==> src/design/rms_pkg.sv <==
// Package of constants and types for the redundant master selector
package rms_pkg;

    // Mode key switch positions
    typedef enum logic [1:0] {
        RMS_MODE_AUTO   = 2'h0,
        RMS_MODE_FORCEA = 2'h1,
        RMS_MODE_FORCEB = 2'h2
    } rms_mode_t;

    // Selector states
    typedef enum logic [2:0] {
        RMS_ST_POWERUP = 3'h0,
        RMS_ST_ON_A    = 3'h1,
        RMS_ST_ON_B    = 3'h2,
        RMS_ST_NONE    = 3'h3
    } rms_state_t;

    // Register byte offsets
    localparam logic [3:0] RMS_OFS_CTRL   = 4'h0;
    localparam logic [3:0] RMS_OFS_STATUS = 4'h4;
    localparam logic [3:0] RMS_OFS_IRQ    = 4'h8;
    localparam logic [3:0] RMS_OFS_MASK   = 4'hc;

    // Field positions
    localparam int RMS_CTRL_REQ_A   = 0;
    localparam int RMS_CTRL_REQ_B   = 1;
    localparam int RMS_IRQ_SWITCH   = 0;
    localparam int RMS_IRQ_PWRFAIL  = 1;
    localparam int RMS_IRQ_NOSTBY   = 2;
    localparam int RMS_IRQ_W        = 3;

    // Reset values
    localparam logic [2:0] RMS_MASK_RST = 3'h0;
    localparam logic [2:0] RMS_IRQ_RST  = 3'h0;

    // AXI responses
    localparam logic [1:0] RMS_RESP_OKAY   = 2'h0;
    localparam logic [1:0] RMS_RESP_SLVERR = 2'h2;

    // Settle time of inputs after power-up
    localparam int RMS_CLK_MHZ     = 40;
    localparam int RMS_SETTLE_US   = 10;
    localparam int RMS_SETTLE_CYC  = RMS_SETTLE_US * RMS_CLK_MHZ;
    localparam int RMS_SETTLE_W    = 9;

endpackage

==> src/design/rms_sync.sv <==
// Two-flop synchroniser for a group of pin inputs
`timescale 1ns/1ps
`default_nettype none

module rms_sync #(
    parameter int W = 1
) (
    input  wire logic         i_clk,   // System clock
    input  wire logic         i_nrst,  // Async reset, active low
    input  wire logic         i_ce,    // Clock enable
    input  wire logic [W-1:0] i_d,     // Asynchronous inputs
    output var  logic [W-1:0] o_q      // Synchronised outputs
);

    logic [W-1:0] meta;

    // ------------------------------------------------------------
    // Synchroniser stages
    // ------------------------------------------------------------
    genvar g;
    generate
        for (g = 0; g < W; g++)
        begin : g_bit
            // Two flops per bit
            always_ff @(posedge i_clk or negedge i_nrst)
            begin
                if (!i_nrst)
                begin
                    meta[g] <= 1'b0;
                    o_q[g]  <= 1'b0;
                end
                else if (i_ce)
                begin
                    meta[g] <= i_d[g];
                    o_q[g]  <= meta[g];
                end
            end
        end
    endgenerate

endmodule
`default_nettype wire

==> src/design/rms_selector.sv <==
// Redundant master selector with AXI4-Lite registers
// What this block does
// - Watch both watchdog-bad inputs and combine with switches to choose primary.
// - Drive unit control output only to the selected master controller.
// - Mode key switch: force A, force B, or automatic selection.
// - Forced setting puts that controller on-line even if its watchdog failed.
// - Primary select toggle honoured only at power-up in automatic mode.
// - Power-up auto: preferred if ready, else alternate if healthy.
// - Software request moves on-line duty from primary to standby.
// - Status relay energized while power healthy, released on power failure.
// - Requested fail-over only with valid standby and automatic mode.
// - Forcing the standby controller makes it the new primary.
`timescale 1ns/1ps
`default_nettype none

module rms_selector (
    input  wire logic        i_clk,          // 40 MHz clock
    input  wire logic        i_nrst,         // Async reset, active low
    input  wire logic        i_ce,           // Clock enable
    // Pins
    input  wire logic        i_wdog_bad_a,   // Controller A watchdog bad
    input  wire logic        i_wdog_bad_b,   // Controller B watchdog bad
    input  wire logic [1:0]  i_mode_key,     // Mode key switch position
    input  wire logic        i_prim_sel_b,   // Toggle: 1 prefers B
    input  wire logic        i_power_ok,     // Power system healthy
    output var  logic        o_unit_ctrl_a,  // Unit control to A
    output var  logic        o_unit_ctrl_b,  // Unit control to B
    output var  logic        o_relay_on,     // Status relay coil
    output logic             o_irq,          // Interrupt, level
    // AXI4-Lite slave
    input  wire logic [3:0]  s_axi_awaddr,   // Write address
    input  wire logic        s_axi_awvalid,  // Write address valid
    output logic             s_axi_awready,  // Write address ready
    input  wire logic [31:0] s_axi_wdata,    // Write data
    input  wire logic [3:0]  s_axi_wstrb,    // Write strobes
    input  wire logic        s_axi_wvalid,   // Write data valid
    output logic             s_axi_wready,   // Write data ready
    output var  logic [1:0]  s_axi_bresp,    // Write response
    output var  logic        s_axi_bvalid,   // Write response valid
    input  wire logic        s_axi_bready,   // Write response ready
    input  wire logic [3:0]  s_axi_araddr,   // Read address
    input  wire logic        s_axi_arvalid,  // Read address valid
    output logic             s_axi_arready,  // Read address ready
    output var  logic [31:0] s_axi_rdata,    // Read data
    output var  logic [1:0]  s_axi_rresp,    // Read response
    output var  logic        s_axi_rvalid,   // Read response valid
    input  wire logic        s_axi_rready    // Read response ready
);

    // ------------------------------------------------------------
    // Input synchronisation
    // ------------------------------------------------------------
    logic [5:0] pins_s;
    logic       bad_a;
    logic       bad_b;
    logic [1:0] mode;
    logic       pref_b;
    logic       pwr_ok;

    rms_sync #(.W(6)) u_sync (
        .i_clk  (i_clk),
        .i_nrst (i_nrst),
        .i_ce   (i_ce),
        .i_d    ({i_power_ok, i_prim_sel_b, i_mode_key,
                  i_wdog_bad_b, i_wdog_bad_a}),
        .o_q    (pins_s)
    );

    // Synchronised pin fields
    assign bad_a  = pins_s[0];
    assign bad_b  = pins_s[1];
    assign mode   = pins_s[3:2];
    assign pref_b = pins_s[4];
    assign pwr_ok = pins_s[5];

    logic [rms_pkg::RMS_SETTLE_W-1:0] settle_cnt;
    logic                             settled;

    // Wait for synchronisers and switches to settle
    always_ff @(posedge i_clk or negedge i_nrst)
    begin
        if (!i_nrst)
            settle_cnt <= '0;
        else if (i_ce && !settled)
            settle_cnt <= settle_cnt + 1'b1;
    end

    assign settled = (settle_cnt ==
        rms_pkg::RMS_SETTLE_W'(rms_pkg::RMS_SETTLE_CYC - 1));

    // ------------------------------------------------------------
    // Software fail-over request
    // ------------------------------------------------------------
    logic       req_set;
    logic       req_pend;
    logic       fo_taken;
    logic       fo_drop;
    logic       ctrl_wr;
    logic [31:0] wdata_q;

    // Pending request: set wins over clear
    always_ff @(posedge i_clk or negedge i_nrst)
    begin
        if (!i_nrst)
            req_pend <= 1'b0;
        else if (i_ce)
        begin
            if (req_set)
                req_pend <= 1'b1;
            else if (fo_taken || fo_drop)
                req_pend <= 1'b0;
        end
    end

    // ------------------------------------------------------------
    // Selector state machine
    // ------------------------------------------------------------
    rms_pkg::rms_state_t state;
    rms_pkg::rms_state_t next_state;
    logic                auto_mode;
    logic                sw_event;

    assign auto_mode = (mode == rms_pkg::RMS_MODE_AUTO);

    // Next primary from watchdogs, switches and requests
    always_comb
    begin
        next_state = state;
        fo_taken   = 1'b0;
        fo_drop    = 1'b0;
        case (state)
            rms_pkg::RMS_ST_POWERUP:
            begin
                if (settled)
                begin
                    if (mode == rms_pkg::RMS_MODE_FORCEA)
                        next_state = rms_pkg::RMS_ST_ON_A;
                    else if (mode == rms_pkg::RMS_MODE_FORCEB)
                        next_state = rms_pkg::RMS_ST_ON_B;
                    else if (!pref_b && !bad_a)
                        next_state = rms_pkg::RMS_ST_ON_A;
                    else if (pref_b && !bad_b)
                        next_state = rms_pkg::RMS_ST_ON_B;
                    else if (!bad_a)
                        next_state = rms_pkg::RMS_ST_ON_A;
                    else if (!bad_b)
                        next_state = rms_pkg::RMS_ST_ON_B;
                    else
                        next_state = rms_pkg::RMS_ST_NONE;
                end
            end
            rms_pkg::RMS_ST_ON_A:
            begin
                if (mode == rms_pkg::RMS_MODE_FORCEB)
                    next_state = rms_pkg::RMS_ST_ON_B;
                else if (auto_mode && !bad_b && (bad_a || req_pend))
                begin
                    next_state = rms_pkg::RMS_ST_ON_B;
                    fo_taken   = req_pend;
                end
                else if (req_pend)
                    fo_drop = 1'b1;
            end
            rms_pkg::RMS_ST_ON_B:
            begin
                if (mode == rms_pkg::RMS_MODE_FORCEA)
                    next_state = rms_pkg::RMS_ST_ON_A;
                else if (auto_mode && !bad_a && (bad_b || req_pend))
                begin
                    next_state = rms_pkg::RMS_ST_ON_A;
                    fo_taken   = req_pend;
                end
                else if (req_pend)
                    fo_drop = 1'b1;
            end
            rms_pkg::RMS_ST_NONE:
            begin
                fo_drop = req_pend;
                if (mode == rms_pkg::RMS_MODE_FORCEB ||
                    (mode != rms_pkg::RMS_MODE_FORCEA && bad_a && !bad_b))
                    next_state = rms_pkg::RMS_ST_ON_B;
                else if (mode == rms_pkg::RMS_MODE_FORCEA || !bad_a)
                    next_state = rms_pkg::RMS_ST_ON_A;
            end
            default:
                next_state = rms_pkg::RMS_ST_POWERUP;
        endcase
    end

    // State register
    always_ff @(posedge i_clk or negedge i_nrst)
    begin
        if (!i_nrst)
            state <= rms_pkg::RMS_ST_POWERUP;
        else if (i_ce)
            state <= next_state;
    end

    // A change of primary after power-up
    assign sw_event = i_ce && (state != next_state) &&
                      (state != rms_pkg::RMS_ST_POWERUP);

    // Unit control only to the master, relay follows power
    always_ff @(posedge i_clk or negedge i_nrst)
    begin
        if (!i_nrst)
        begin
            o_unit_ctrl_a <= 1'b0;
            o_unit_ctrl_b <= 1'b0;
            o_relay_on    <= 1'b0;
        end
        else if (i_ce)
        begin
            o_unit_ctrl_a <= (next_state == rms_pkg::RMS_ST_ON_A);
            o_unit_ctrl_b <= (next_state == rms_pkg::RMS_ST_ON_B);
            o_relay_on    <= pwr_ok;
        end
    end

    // ------------------------------------------------------------
    // Interrupt status and mask
    // ------------------------------------------------------------
    logic [rms_pkg::RMS_IRQ_W-1:0] irq_stat;
    logic [rms_pkg::RMS_IRQ_W-1:0] irq_mask;
    logic [rms_pkg::RMS_IRQ_W-1:0] irq_set;
    logic [rms_pkg::RMS_IRQ_W-1:0] irq_clr;
    logic                          pwr_q;
    logic                          stat_wr;
    logic                          mask_wr;

    // Previous power level for fall detection
    always_ff @(posedge i_clk or negedge i_nrst)
    begin
        if (!i_nrst)
            pwr_q <= 1'b0;
        else if (i_ce)
            pwr_q <= pwr_ok;
    end

    assign irq_set[rms_pkg::RMS_IRQ_SWITCH]  = sw_event;
    assign irq_set[rms_pkg::RMS_IRQ_PWRFAIL] = i_ce && pwr_q && !pwr_ok;
    assign irq_set[rms_pkg::RMS_IRQ_NOSTBY]  = i_ce && fo_drop;
    assign irq_clr = stat_wr ? wdata_q[rms_pkg::RMS_IRQ_W-1:0] : '0;

    // Sticky bits, set wins over write-one clear
    always_ff @(posedge i_clk or negedge i_nrst)
    begin
        if (!i_nrst)
            irq_stat <= rms_pkg::RMS_IRQ_RST;
        else if (i_ce)
            irq_stat <= (irq_stat & ~irq_clr) | irq_set;
    end

    // Mask register
    always_ff @(posedge i_clk or negedge i_nrst)
    begin
        if (!i_nrst)
            irq_mask <= rms_pkg::RMS_MASK_RST;
        else if (i_ce && mask_wr)
            irq_mask <= wdata_q[rms_pkg::RMS_IRQ_W-1:0];
    end

    assign o_irq = |(irq_stat & irq_mask);

    // ------------------------------------------------------------
    // AXI4-Lite write channel
    // ------------------------------------------------------------
    logic        aw_got;
    logic        w_got;
    logic [3:0]  awaddr_q;
    logic        wr_go;

    assign s_axi_awready = !aw_got && !s_axi_bvalid;
    assign s_axi_wready  = !w_got && !s_axi_bvalid;
    assign wr_go = i_ce && aw_got && w_got && !s_axi_bvalid;
    assign ctrl_wr = wr_go && (awaddr_q == rms_pkg::RMS_OFS_CTRL);
    assign stat_wr = wr_go && (awaddr_q == rms_pkg::RMS_OFS_IRQ);
    assign mask_wr = wr_go && (awaddr_q == rms_pkg::RMS_OFS_MASK);
    // Request applies to the controller named as current primary
    assign req_set = ctrl_wr &&
        ((wdata_q[rms_pkg::RMS_CTRL_REQ_A] &&
          state == rms_pkg::RMS_ST_ON_A) ||
         (wdata_q[rms_pkg::RMS_CTRL_REQ_B] &&
          state == rms_pkg::RMS_ST_ON_B));

    // Capture address and data in either order, then respond
    always_ff @(posedge i_clk or negedge i_nrst)
    begin
        if (!i_nrst)
        begin
            aw_got       <= 1'b0;
            w_got        <= 1'b0;
            awaddr_q     <= '0;
            wdata_q      <= '0;
            s_axi_bvalid <= 1'b0;
            s_axi_bresp  <= rms_pkg::RMS_RESP_OKAY;
        end
        else if (i_ce)
        begin
            if (s_axi_awvalid && s_axi_awready)
            begin
                aw_got   <= 1'b1;
                awaddr_q <= s_axi_awaddr;
            end
            if (s_axi_wvalid && s_axi_wready)
            begin
                w_got   <= 1'b1;
                wdata_q <= s_axi_wstrb[0] ? s_axi_wdata : 32'h0;
            end
            if (wr_go)
            begin
                aw_got       <= 1'b0;
                w_got        <= 1'b0;
                s_axi_bvalid <= 1'b1;
                s_axi_bresp  <= (awaddr_q == rms_pkg::RMS_OFS_STATUS) ?
                    rms_pkg::RMS_RESP_SLVERR : rms_pkg::RMS_RESP_OKAY;
            end
            else if (s_axi_bready)
                s_axi_bvalid <= 1'b0;
        end
    end

    // ------------------------------------------------------------
    // AXI4-Lite read channel
    // ------------------------------------------------------------
    assign s_axi_arready = !s_axi_rvalid;

    // Read mux, answer one cycle after address
    always_ff @(posedge i_clk or negedge i_nrst)
    begin
        if (!i_nrst)
        begin
            s_axi_rvalid <= 1'b0;
            s_axi_rdata  <= 32'h0;
            s_axi_rresp  <= rms_pkg::RMS_RESP_OKAY;
        end
        else if (i_ce)
        begin
            if (s_axi_arvalid && s_axi_arready)
            begin
                s_axi_rvalid <= 1'b1;
                s_axi_rresp  <= rms_pkg::RMS_RESP_OKAY;
                case (s_axi_araddr)
                    rms_pkg::RMS_OFS_CTRL:
                        s_axi_rdata <= {31'h0, req_pend};
                    rms_pkg::RMS_OFS_STATUS:
                        s_axi_rdata <= {21'h0, state, pwr_ok, pref_b, mode,
                            bad_b, bad_a, o_unit_ctrl_b, o_unit_ctrl_a};
                    rms_pkg::RMS_OFS_IRQ:
                        s_axi_rdata <= {29'h0, irq_stat};
                    rms_pkg::RMS_OFS_MASK:
                        s_axi_rdata <= {29'h0, irq_mask};
                    default:
                    begin
                        s_axi_rdata <= 32'h0;
                        s_axi_rresp <= rms_pkg::RMS_RESP_SLVERR;
                    end
                endcase
            end
            else if (s_axi_rready)
                s_axi_rvalid <= 1'b0;
        end
    end

endmodule
`default_nettype wire

==> config.mk <==
export PLATFORM = sky130hd
export DESIGN_NAME = rms_selector
export DESIGN_NICKNAME = d
export VERILOG_FILES = /design/src/design/rms_pkg.sv /design/src/design/rms_sync.sv /design/src/design/rms_selector.sv
export SDC_FILE = /design/constraint.sdc
export NUM_CORES = 1
export LEC_CHECK = 0
export BUFFER_PORTS_ARGS = -buffer_cell sky130_fd_sc_hd__buf_2
export CAP_MARGIN = 10
export CORE_MARGIN = 2
export CORE_UTILIZATION = 50
export CTS_CLUSTER_DIAMETER = 80
export DETAILED_ROUTE_END_ITERATION = 6
export HOLD_SLACK_MARGIN = 0.06
export PLACE_DENSITY = 0.9
export SYNTH_ARGS = -nofsm -noshare
export SYNTH_HDL_FRONTEND = slang
export SYNTH_SLANG_ARGS = --single-unit
==> constraint.sdc <==
create_clock -name i_clk -period 2.17 [get_ports i_clk]
set_input_delay 0 -clock i_clk [delete_from_list [all_inputs] [get_ports i_clk]]
set_output_delay 0 -clock i_clk [all_outputs]
set_load 0.005 [all_outputs]
Word-level counts from Yosys, hierarchy flattened --
Index checks and enable logic that the tools add are counted.
Word-level totals: register bits 81, input bits 58, output and inout port bits 45, word-level logic and storage cells 155
Cells by class: add/sub/neg operators 1, equality and inequality tests 16, multiplexer cells 40, bitwise gates (word level) 4, reductions and logical operators 65
Operators with widths (count):
- case mux 11 bit (4 select lines) | 1
- logical AND 1 bit | 29
- two-way mux 3 bit | 9
- two-way mux 1 bit | 20
- AND reduction 2 bit | 9
- == test 4 bit, second input constant | 4
- two-way mux 2 bit | 7
- case mux 3 bit (4 select lines) | 1
- nonzero test 2 bit | 5
- adder 9 x 1 -> 9 bit, second input constant | 1
- == test 3 x 2 -> 1 bit, second input constant | 3
- == test 9 bit, second input constant | 1
- zero test 1 bit | 9
- == test 4 x 3 -> 1 bit, second input constant | 2
- zero test 4 bit | 2
- bitwise AND 3 bit | 2
- == test 3 x 1 -> 1 bit, second input constant | 2
- logical OR 1 bit | 6
- OR reduction 4 bit | 1
- zero test 3 bit | 1
- != test 3 bit | 1
- inverter 3 bit | 1
- OR 3 bit | 1
- case mux 1 bit (3 select lines) | 1
- 7 further kinds | 7

Longest topological paths before layout --
Gate-level depths: netlist (run 1).
depth after elaboration 12, gate-level depth with buffers 6, gate-level depth less buffers 6

Cells and area by module --
Synthesis (run 1) repeated with hierarchy kept, for this count alone.
Second synthesis, totals: cells, all modules 271, area total of the unflattened synthesis 2922.8 um^2
By module, submodules not included:
- rms_selector | instances 1, cells each 246, area an instance 2438.6 um^2, seq. area each 1151.1 um^2
- rms_sync | instances 1, cells each 25, area an instance 484.2 um^2, seq. area each 300.3 um^2

Least setup slack after synthesis (run 1) --
OpenSTA, ideal clock, no wires.
path type register to register, start register settle_cnt[0] (netlist bit), end register settle_cnt[8] (netlist bit), setup time 123 ps, arrival time 1572 ps, data required time 2047 ps, path slack 475 ps, stages on the path, launching flop included 7, buffers on the path 0, clock period less this slack 1695 ps, cell sequence dfrtp_1 ha_1 and4b_4 a21oi_2 nand3_1 or3_1 xnor2_1
Between the ends: cells in the longest elaborated chain, start to end 3, elaborated cells on any way between the ends 4, those cells by class add/sub (1); eq/ne (1); reduce/logical (2)
Ends and longest elaborated chain:
- start: declaration | RTL line rms_selector.sv:76 | logic [rms_pkg::RMS_SETTLE_W-1:0] settle_cnt;
- start signal: assignment | RTL line rms_selector.sv:85 | settle_cnt <= settle_cnt + 1'b1;
- parallel branches: the longest is 3 deep, another holds adder 9 x 1 -> 9 bit
Parallel ways; which one is timed is not known. A chain may end at the register's enable or synchronous reset.

Final worst setup path (run 1) --
start register state[1], end register irq_stat[0] (netlist bit)
Between the ends: cells in the longest elaborated chain, start to end 7, elaborated cells on any way between the ends 17, those cells by class eq/ne (4); mux (8); bitwise (1); reduce/logical (4)
Ends and longest elaborated chain:
- start: declaration | RTL line rms_selector.sv:118 | rms_pkg::rms_state_t state;
- start signal: assignment | RTL line rms_selector.sv:194 | state <= rms_pkg::RMS_ST_POWERUP;
- start signal: assignment | RTL line rms_selector.sv:196 | state <= next_state;
- two-way mux 3 bit, on equally long branches | RTL line rms_selector.sv:182, rms_selector.sv:156, rms_selector.sv:168
- two-way mux 3 bit, on equally long branches | RTL line rms_selector.sv:179, rms_selector.sv:154, rms_selector.sv:166
- case mux 3 bit (4 select lines) | RTL line rms_selector.sv:131 | case (state)
- != test 3 bit | RTL line rms_selector.sv:200 | assign sw_event = i_ce && (state != next_state) &&
- logical AND 1 bit | RTL line rms_selector.sv:200
- logical AND 1 bit (*) | RTL line rms_selector.sv:200
- OR 3 bit (*) | RTL line rms_selector.sv:251 | irq_stat <= (irq_stat & ~irq_clr) | irq_set;
- end signal: assignment | RTL line rms_selector.sv:249 | irq_stat <= rms_pkg::RMS_IRQ_RST;
- end signal: assignment | RTL line rms_selector.sv:251
- end: declaration | RTL line rms_selector.sv:223 | logic [rms_pkg::RMS_IRQ_W-1:0] irq_stat;
Every way passes the cells marked *; elsewhere a longest branch is shown, timed or not.

==> results of run 1 <==
-- power breakdown --
part           switching, mW  internal [mW]  total, mW
Sequential             0.333           1.35       1.68
Combinational          0.466          0.513      0.979
Clock                  0.378          0.394      0.772
-- what timing repair did --
item                                   CTS  global route
hold buffers                            23             0
endpoints found under the hold margin   59             0
resized for setup                        0             0
-- registers in the layout, summed over array words and instances, names as in the netlist, 3 cells and up --
| register | flops |
|---|---|
| irq_stat | 3 |
| wdata_q | 3 |
| u_sync.meta | 6 |
| irq_mask | 3 |
| s_axi_rdata | 11 |
| awaddr_q | 4 |
| settle_cnt | 9 |
| state | 3 |
| u_sync.o_q | 6 |
-- cell usage after synthesis (all sizes together), types with 3 or more instances --
library cell and count:
a21oi 6, a22o 9, a22oi 3, buf 27, clkbuf 5, dfrtp 58
inv 11, mux2 21, nand2 33, nand2b 3, nand3 6, nand4 3
nor2 9, nor2b 7, nor3 5, nor4 4, o21ai 13, xnor2 4
xor2 4
-- routing by layer --
layer,vias up,track usage,routed length [um]
met1,1114,0.260,2660
li1,1063,-,-
met2,95,0.302,2900
met4,0,0.0831,114
met3,12,0.0811,430
met5,-,0,0
-- final timing paths --
kind | start | end | slack [ns]
max | state[1] | irq_stat[0] | 0.17
min | i_ce | irq_stat[1] | 0.08
max reg2reg | state[1] | irq_stat[0] | 0.17
min reg2reg | settle_cnt[8] | settle_cnt[8] | 0.48
max in group asynchronous | i_nrst | irq_mask[0] | 1.11
min in group asynchronous | i_nrst | s_axi_rdata[2] | 0.35
-- cells by family (layout without fill, tap and decap cells) --
family | Yosys count | after routing
other | 1 | 23
buffers and inverters | 43 | 99
XOR/XNOR | 8 | 8
AND/OR/NAND/NOR | 81 | 81
multiplexers | 22 | 22
flip-flops | 58 | 58
AO/OA/AOI/OAI | 53 | 53
adder cells (fa/ha/maj) | 3 | 3
-- critical path: cells and delay by family, from the launching register on --
kind,cells,cell delay [ns]
simple gates,2,0.63
flops,1,0.55
compound gates,3,0.67
-- cell usage in the layout, fill, tap and decap left out, types with 9 or more instances in the layout --
cell type / count
mux2_2: 20
clkbuf_8: 9
nor2_1: 9
dlygate4sd3_1: 23
o21ai_0: 12
inv_1: 9
conb_1: 23
buf_2: 47
dfrtp_1: 58
a22o_1: 9
nand2_1: 33
-- final cells by class --
class                   count  area [sq um]  share of cell area
clock buffers              12           135              0.0380
clock inverters             1          5.00             0.00141
inverters                  11          41.3              0.0116
multi-input cells         190          1330               0.373
flip-flops and latches     58          1450               0.408
well taps                  75          93.8              0.0264
repair buffers             75           503               0.141
-- through the flow --
step | cells | hold slack (ns)
after CTS | 422 | 0.0623
after global routing | 422 | 0.0659
after global placement | 386 | 0.184
after floorplan | 291 | -0.296
after detailed placement | 386 | 0.196
final | 422 | 0.0769
==> flow_summary.toml, run 1 <==
[setup_path]
slowest_delay_ns = 0.55
worstSetupStartpointType = "flip-flop"
crit_chain = "nor2b_2, nor4b_2, a211oi_1, a211oi_2, o221ai_1"
cp_slowest_cell = "dfrtp_1"
worstPathArrival_ns = 2.18
path_class = "flip-flop to flip-flop"
r2r_cells = 5
endpoint_kind = "flip-flop"
cp.required_ns = 2.35
worstPathMaxFanout = 14

[global_routing]
grt_first_pass_wirelength_um = 9710
antenna_found_initial = 0
grt_max_degree = 44
grt_util_all_layers = 0.201
grt_overflow = 0
grt_pass1_vias = 2030

[clock_tree]
clock-sinks = 58
cts_setup_buffers = 0
cts_buffers = 9
htreeDepth = 3
clock_latency_ns = 0.33
cts_root_buf = "clkbuf_8"
cts_buffer_depth = 2
cts_tree = "done"
path_clk_slew_ns = 0.06

[logic_synthesis]
synth.area.top_cells = "dfrtp_1 (49%), mux2_2 (7.6%), buf_4 (5.8%), nand2_1 (4.2%), a22o_1 (2.7%)"
synth_xor_area_frac = 0.0237
synth.yosys.seq_area_share = 0.491
synth_top_area_share = 0.491
synth_seq_cells = 58
synthMuxAreaShare = 0.0876
yosysTopAreaCell = "dfrtp_1"
synth_fa_ha_area_frac = 0.0119
syn_area_sq_um = 2960
async_reset_ff_frac = 1.00
synth_top_family_by_area = "simple AND/OR/NAND/NOR gates"
syn_area_per_cell_sq_um = 11.0
synth_compound_area_frac = 0.135
synth_cell_types = 62
synthSimpleGateAreaFrac = 0.162
ys.flop_type = "dfrtp_1"
yosysWarningCount = 0
synth_edf_count = 0
synth_cells = 269

[sta]
tns_ns = 0
relSlewSlack = 0.365
hold_viol = 0
min_period_over_period = 0.923
rsz0062_at_grt = "false"
setup_ws_ns = 0.167
setup_violations = 0
fmax_mhz = 499
slew_viol_final = 0
skew_ns = 0.00745
worst_pin_slew_ns = 0.952
min_period_ns = 2.00

[route]
drc = 0
viasPerCell = 5.41
routed_wl_um = 6110
drtIter0Drc = 227
drt-wirelength-per-cell_um = 14.5
drt.antenna.violating_nets = 0
via_count = 2284
dr.pass1.iters = 4

[floorplanning]
row_count = 28
core_sq_um = 5820
die_h_um = 80.9
io-pin-count = 103
fp.dieArea_sq_um = 6540
fp.dieW_um = 80.9
start_util = 0.508

[final_layout]
finish.utilization = 0.612
drive_above_1_share = 0.297
fin_area_sq_um = 3560
nNetsFinal = 404
antenna_cells = 0
syn2layout_area_growth_pct = 20.4
n_fill_cell = 467

[placement]
gp_congestion = 0.883
port_buffers = 47
place_area_sq_um = 3190
post-dp-hpwl_um = 4260
dp_slack_ns = 0.256

[outcome]
outcome = "finished clean"

[flow_run]
cap_violations = 0

[pwr]
p_leak_nw = 1.70
ir_drop_uv = 507
power.density_nw_per_um2 = 965
p_total_mw = 3.43

[min_path]
hold_depth = 3
hold_path.class = "input port to flip-flop"
(Power assumes the default switching activity.)
==> run 2: changes to the inputs <==
--- a/config.mk
+++ b/config.mk
@@ -7,8 +7,10 @@
 export LEC_CHECK = 0
 export BUFFER_PORTS_ARGS = -buffer_cell sky130_fd_sc_hd__buf_2
 export CAP_MARGIN = 10
+export CELL_PAD_IN_SITES_DETAIL_PLACEMENT = 1
+export CELL_PAD_IN_SITES_GLOBAL_PLACEMENT = 1
 export CORE_MARGIN = 2
-export CORE_UTILIZATION = 50
+export CORE_UTILIZATION = 38
 export CTS_CLUSTER_DIAMETER = 80
 export DETAILED_ROUTE_END_ITERATION = 6
 export HOLD_SLACK_MARGIN = 0.06
==> run 2 against run 1 <==
Global-route usage is 2.1 points lower. Power is 7.9% higher. Clock skew is 0.0025 ns lower. Setup slack better by 0.041 ns. Count of clock-buffer cells in the layout is 1 lower. Sequential power hardly changed. Sequential share of layout area is 1.2 points lower. Utilization is 13 points lower. Via count is 1.4% higher. Critical path type unchanged. Critical endpoint unchanged.
==> flow_summary.toml, run 2 (same netlist as run 1, synthesis figures left out) <==
[outcome]
outcome = "finished clean"

[route]
highest_layer = "met4"
via_count = 2316
drc = 0
viasPerCell = 5.11
routed-wl-met2_um = 3480
routed_wl_um = 6920
drt.antenna.violating_nets = 0
drtIter0Drc = 115
dr.pass1.iters = 4
met1_length_um = 2940
route.met3.wl_um = 413
drt-wirelength-per-cell_um = 15.3

[final_layout]
largest_register = "s_axi_rdata"
layout_common_cells = "dfrtp_1 (58), buf_2 (47), nand2_1 (33)"
drive_above_1_share = 0.308
finish.utilization = 0.480
stdcell_count = 453
syn2layout_area_growth_pct = 24.1
nNetsFinal = 405
top_regs = "s_axi_rdata (11), settle_cnt (9)"
largest_reg_flops = 11
antenna_cells = 0
final_common_cell = "dfrtp_1"

[setup_path]
worstPathArrival_ns = 2.16
endpoint_kind = "flip-flop"
cp.required_ns = 2.37
path_class = "flip-flop to flip-flop"
worstPathMaxFanout = 14
worstSetupStartpointType = "flip-flop"

[global_routing]
grt_util_all_layers = 0.180
grt_pass1_vias = 2388
grt_overflow = 0
grt_max_degree = 59
grt_first_pass_wirelength_um = 11900
antenna_found_initial = 0

[pwr]
p_int_mw = 2.45
p_leak_nw = 1.74
power.density_nw_per_um2 = 1010
power_frac_comb = 0.271
clockPowerShare = 0.273
ir_drop_uv = 552
power_frac_seq = 0.455
p_sw_frac = 0.339
p_total_mw = 3.70
power.switching_mw = 1.25

[clock_tree]
cts_setup_buffers = 0
cts_tree = "done"
cts_buffers = 9
clock_latency_ns = 0.34
cts_root_buf = "clkbuf_8"
path_clk_slew_ns = 0.07
htreeDepth = 3
clock-sinks = 58
cts_buffer_depth = 2

[min_path]
hold_path.class = "input port to flip-flop"

[placement]
gp_congestion = 0.786
port_buffers = 47
dp_slack_ns = 0.216
dp.cells = 412
post-dp-hpwl_um = 4730

[sta]
rsz0062_at_grt = "false"
relSlewSlack = 0.515
min_period_ns = 1.96
fmax_mhz = 510
setup_violations = 0
min_period_over_period = 0.904
hold_viol = 0
setup_ws_ns = 0.208
tns_ns = 0
worst_pin_slew_ns = 0.728
slew_viol_final = 0
skew_ns = 0.00500

[flow_run]
cap_violations = 0

[floorplanning]
fp.dieW_um = 92.2
core_sq_um = 7650
io-pin-count = 103
start_util = 0.386
fp.dieArea_sq_um = 8500
row_count = 32
die_h_um = 92.2
run 2: power by group through the flow:
stage	clock network (mW)	logic, mW	registers, mW
2_1_floorplan	0	0.746	1.58
3_3_place_gp	0	0.919	1.67
3_5_place_dp	0	0.963	1.70
4_1_cts	1.04	1.02	1.69
5_1_grt	1.10	1.13	1.74
6_report	1.01	1.01	1.69
run 2: final cells by class:
type,count,area [sq um]
clock inverter,5,52.6
multi-input combinational,190,1330
sequential,58,1450
inverter,11,41.3
tap,102,128
timing repair buffer,76,515
clock buffer,11,151
fill,863,3980
run 2: worst paths after layout:
path / startpoint / to / slack (ns) / depth (start not counted)
worst max-delay path: state[1] / irq_stat[0] / 0.21 / 5
worst min register to register: settle_cnt[8] / settle_cnt[8] / 0.48 / 1
max in group asynchronous: i_nrst / pwr_q / 1.35 / 3
worst min-delay path: s_axi_awvalid / aw_got / 0.10 / 3
min in group asynchronous: i_nrst / s_axi_rdata[2] / 0.33 / 3
worst max register to register: state[1] / irq_stat[0] / 0.21 / 5
run 2: routing by layer:
layer,global-route usage,vias to the layer above
met1,0.223,1174
met3,0.0616,10
met2,0.297,71
met5,0,-
li1,-,1061
met4,0.0560,0
run 2: critical path: stages (launching register included):
cell and delay, ns:
dfrtp_1 0.54, nor2b_2 0.31, nor4b_2 0.29, a211oi_1 0.09
a211oi_2 0.38, o221ai_1 0.20
run 2: stage by stage:
stage | hold slack, ns | instance area (sq um)
global route | 0.0934 | 3670
global placement | 0.171 | 3210
CTS | 0.0888 | 3670
detailed placement | 0.196 | 3210
finish | 0.103 | 3670
floorplan | -0.296 | 3040
run 2: what timing repair did:
action	4_1_cts	5_1_grt
hold endpoints to repair	80	0
hold buffers	25	0
resized for setup	0	0
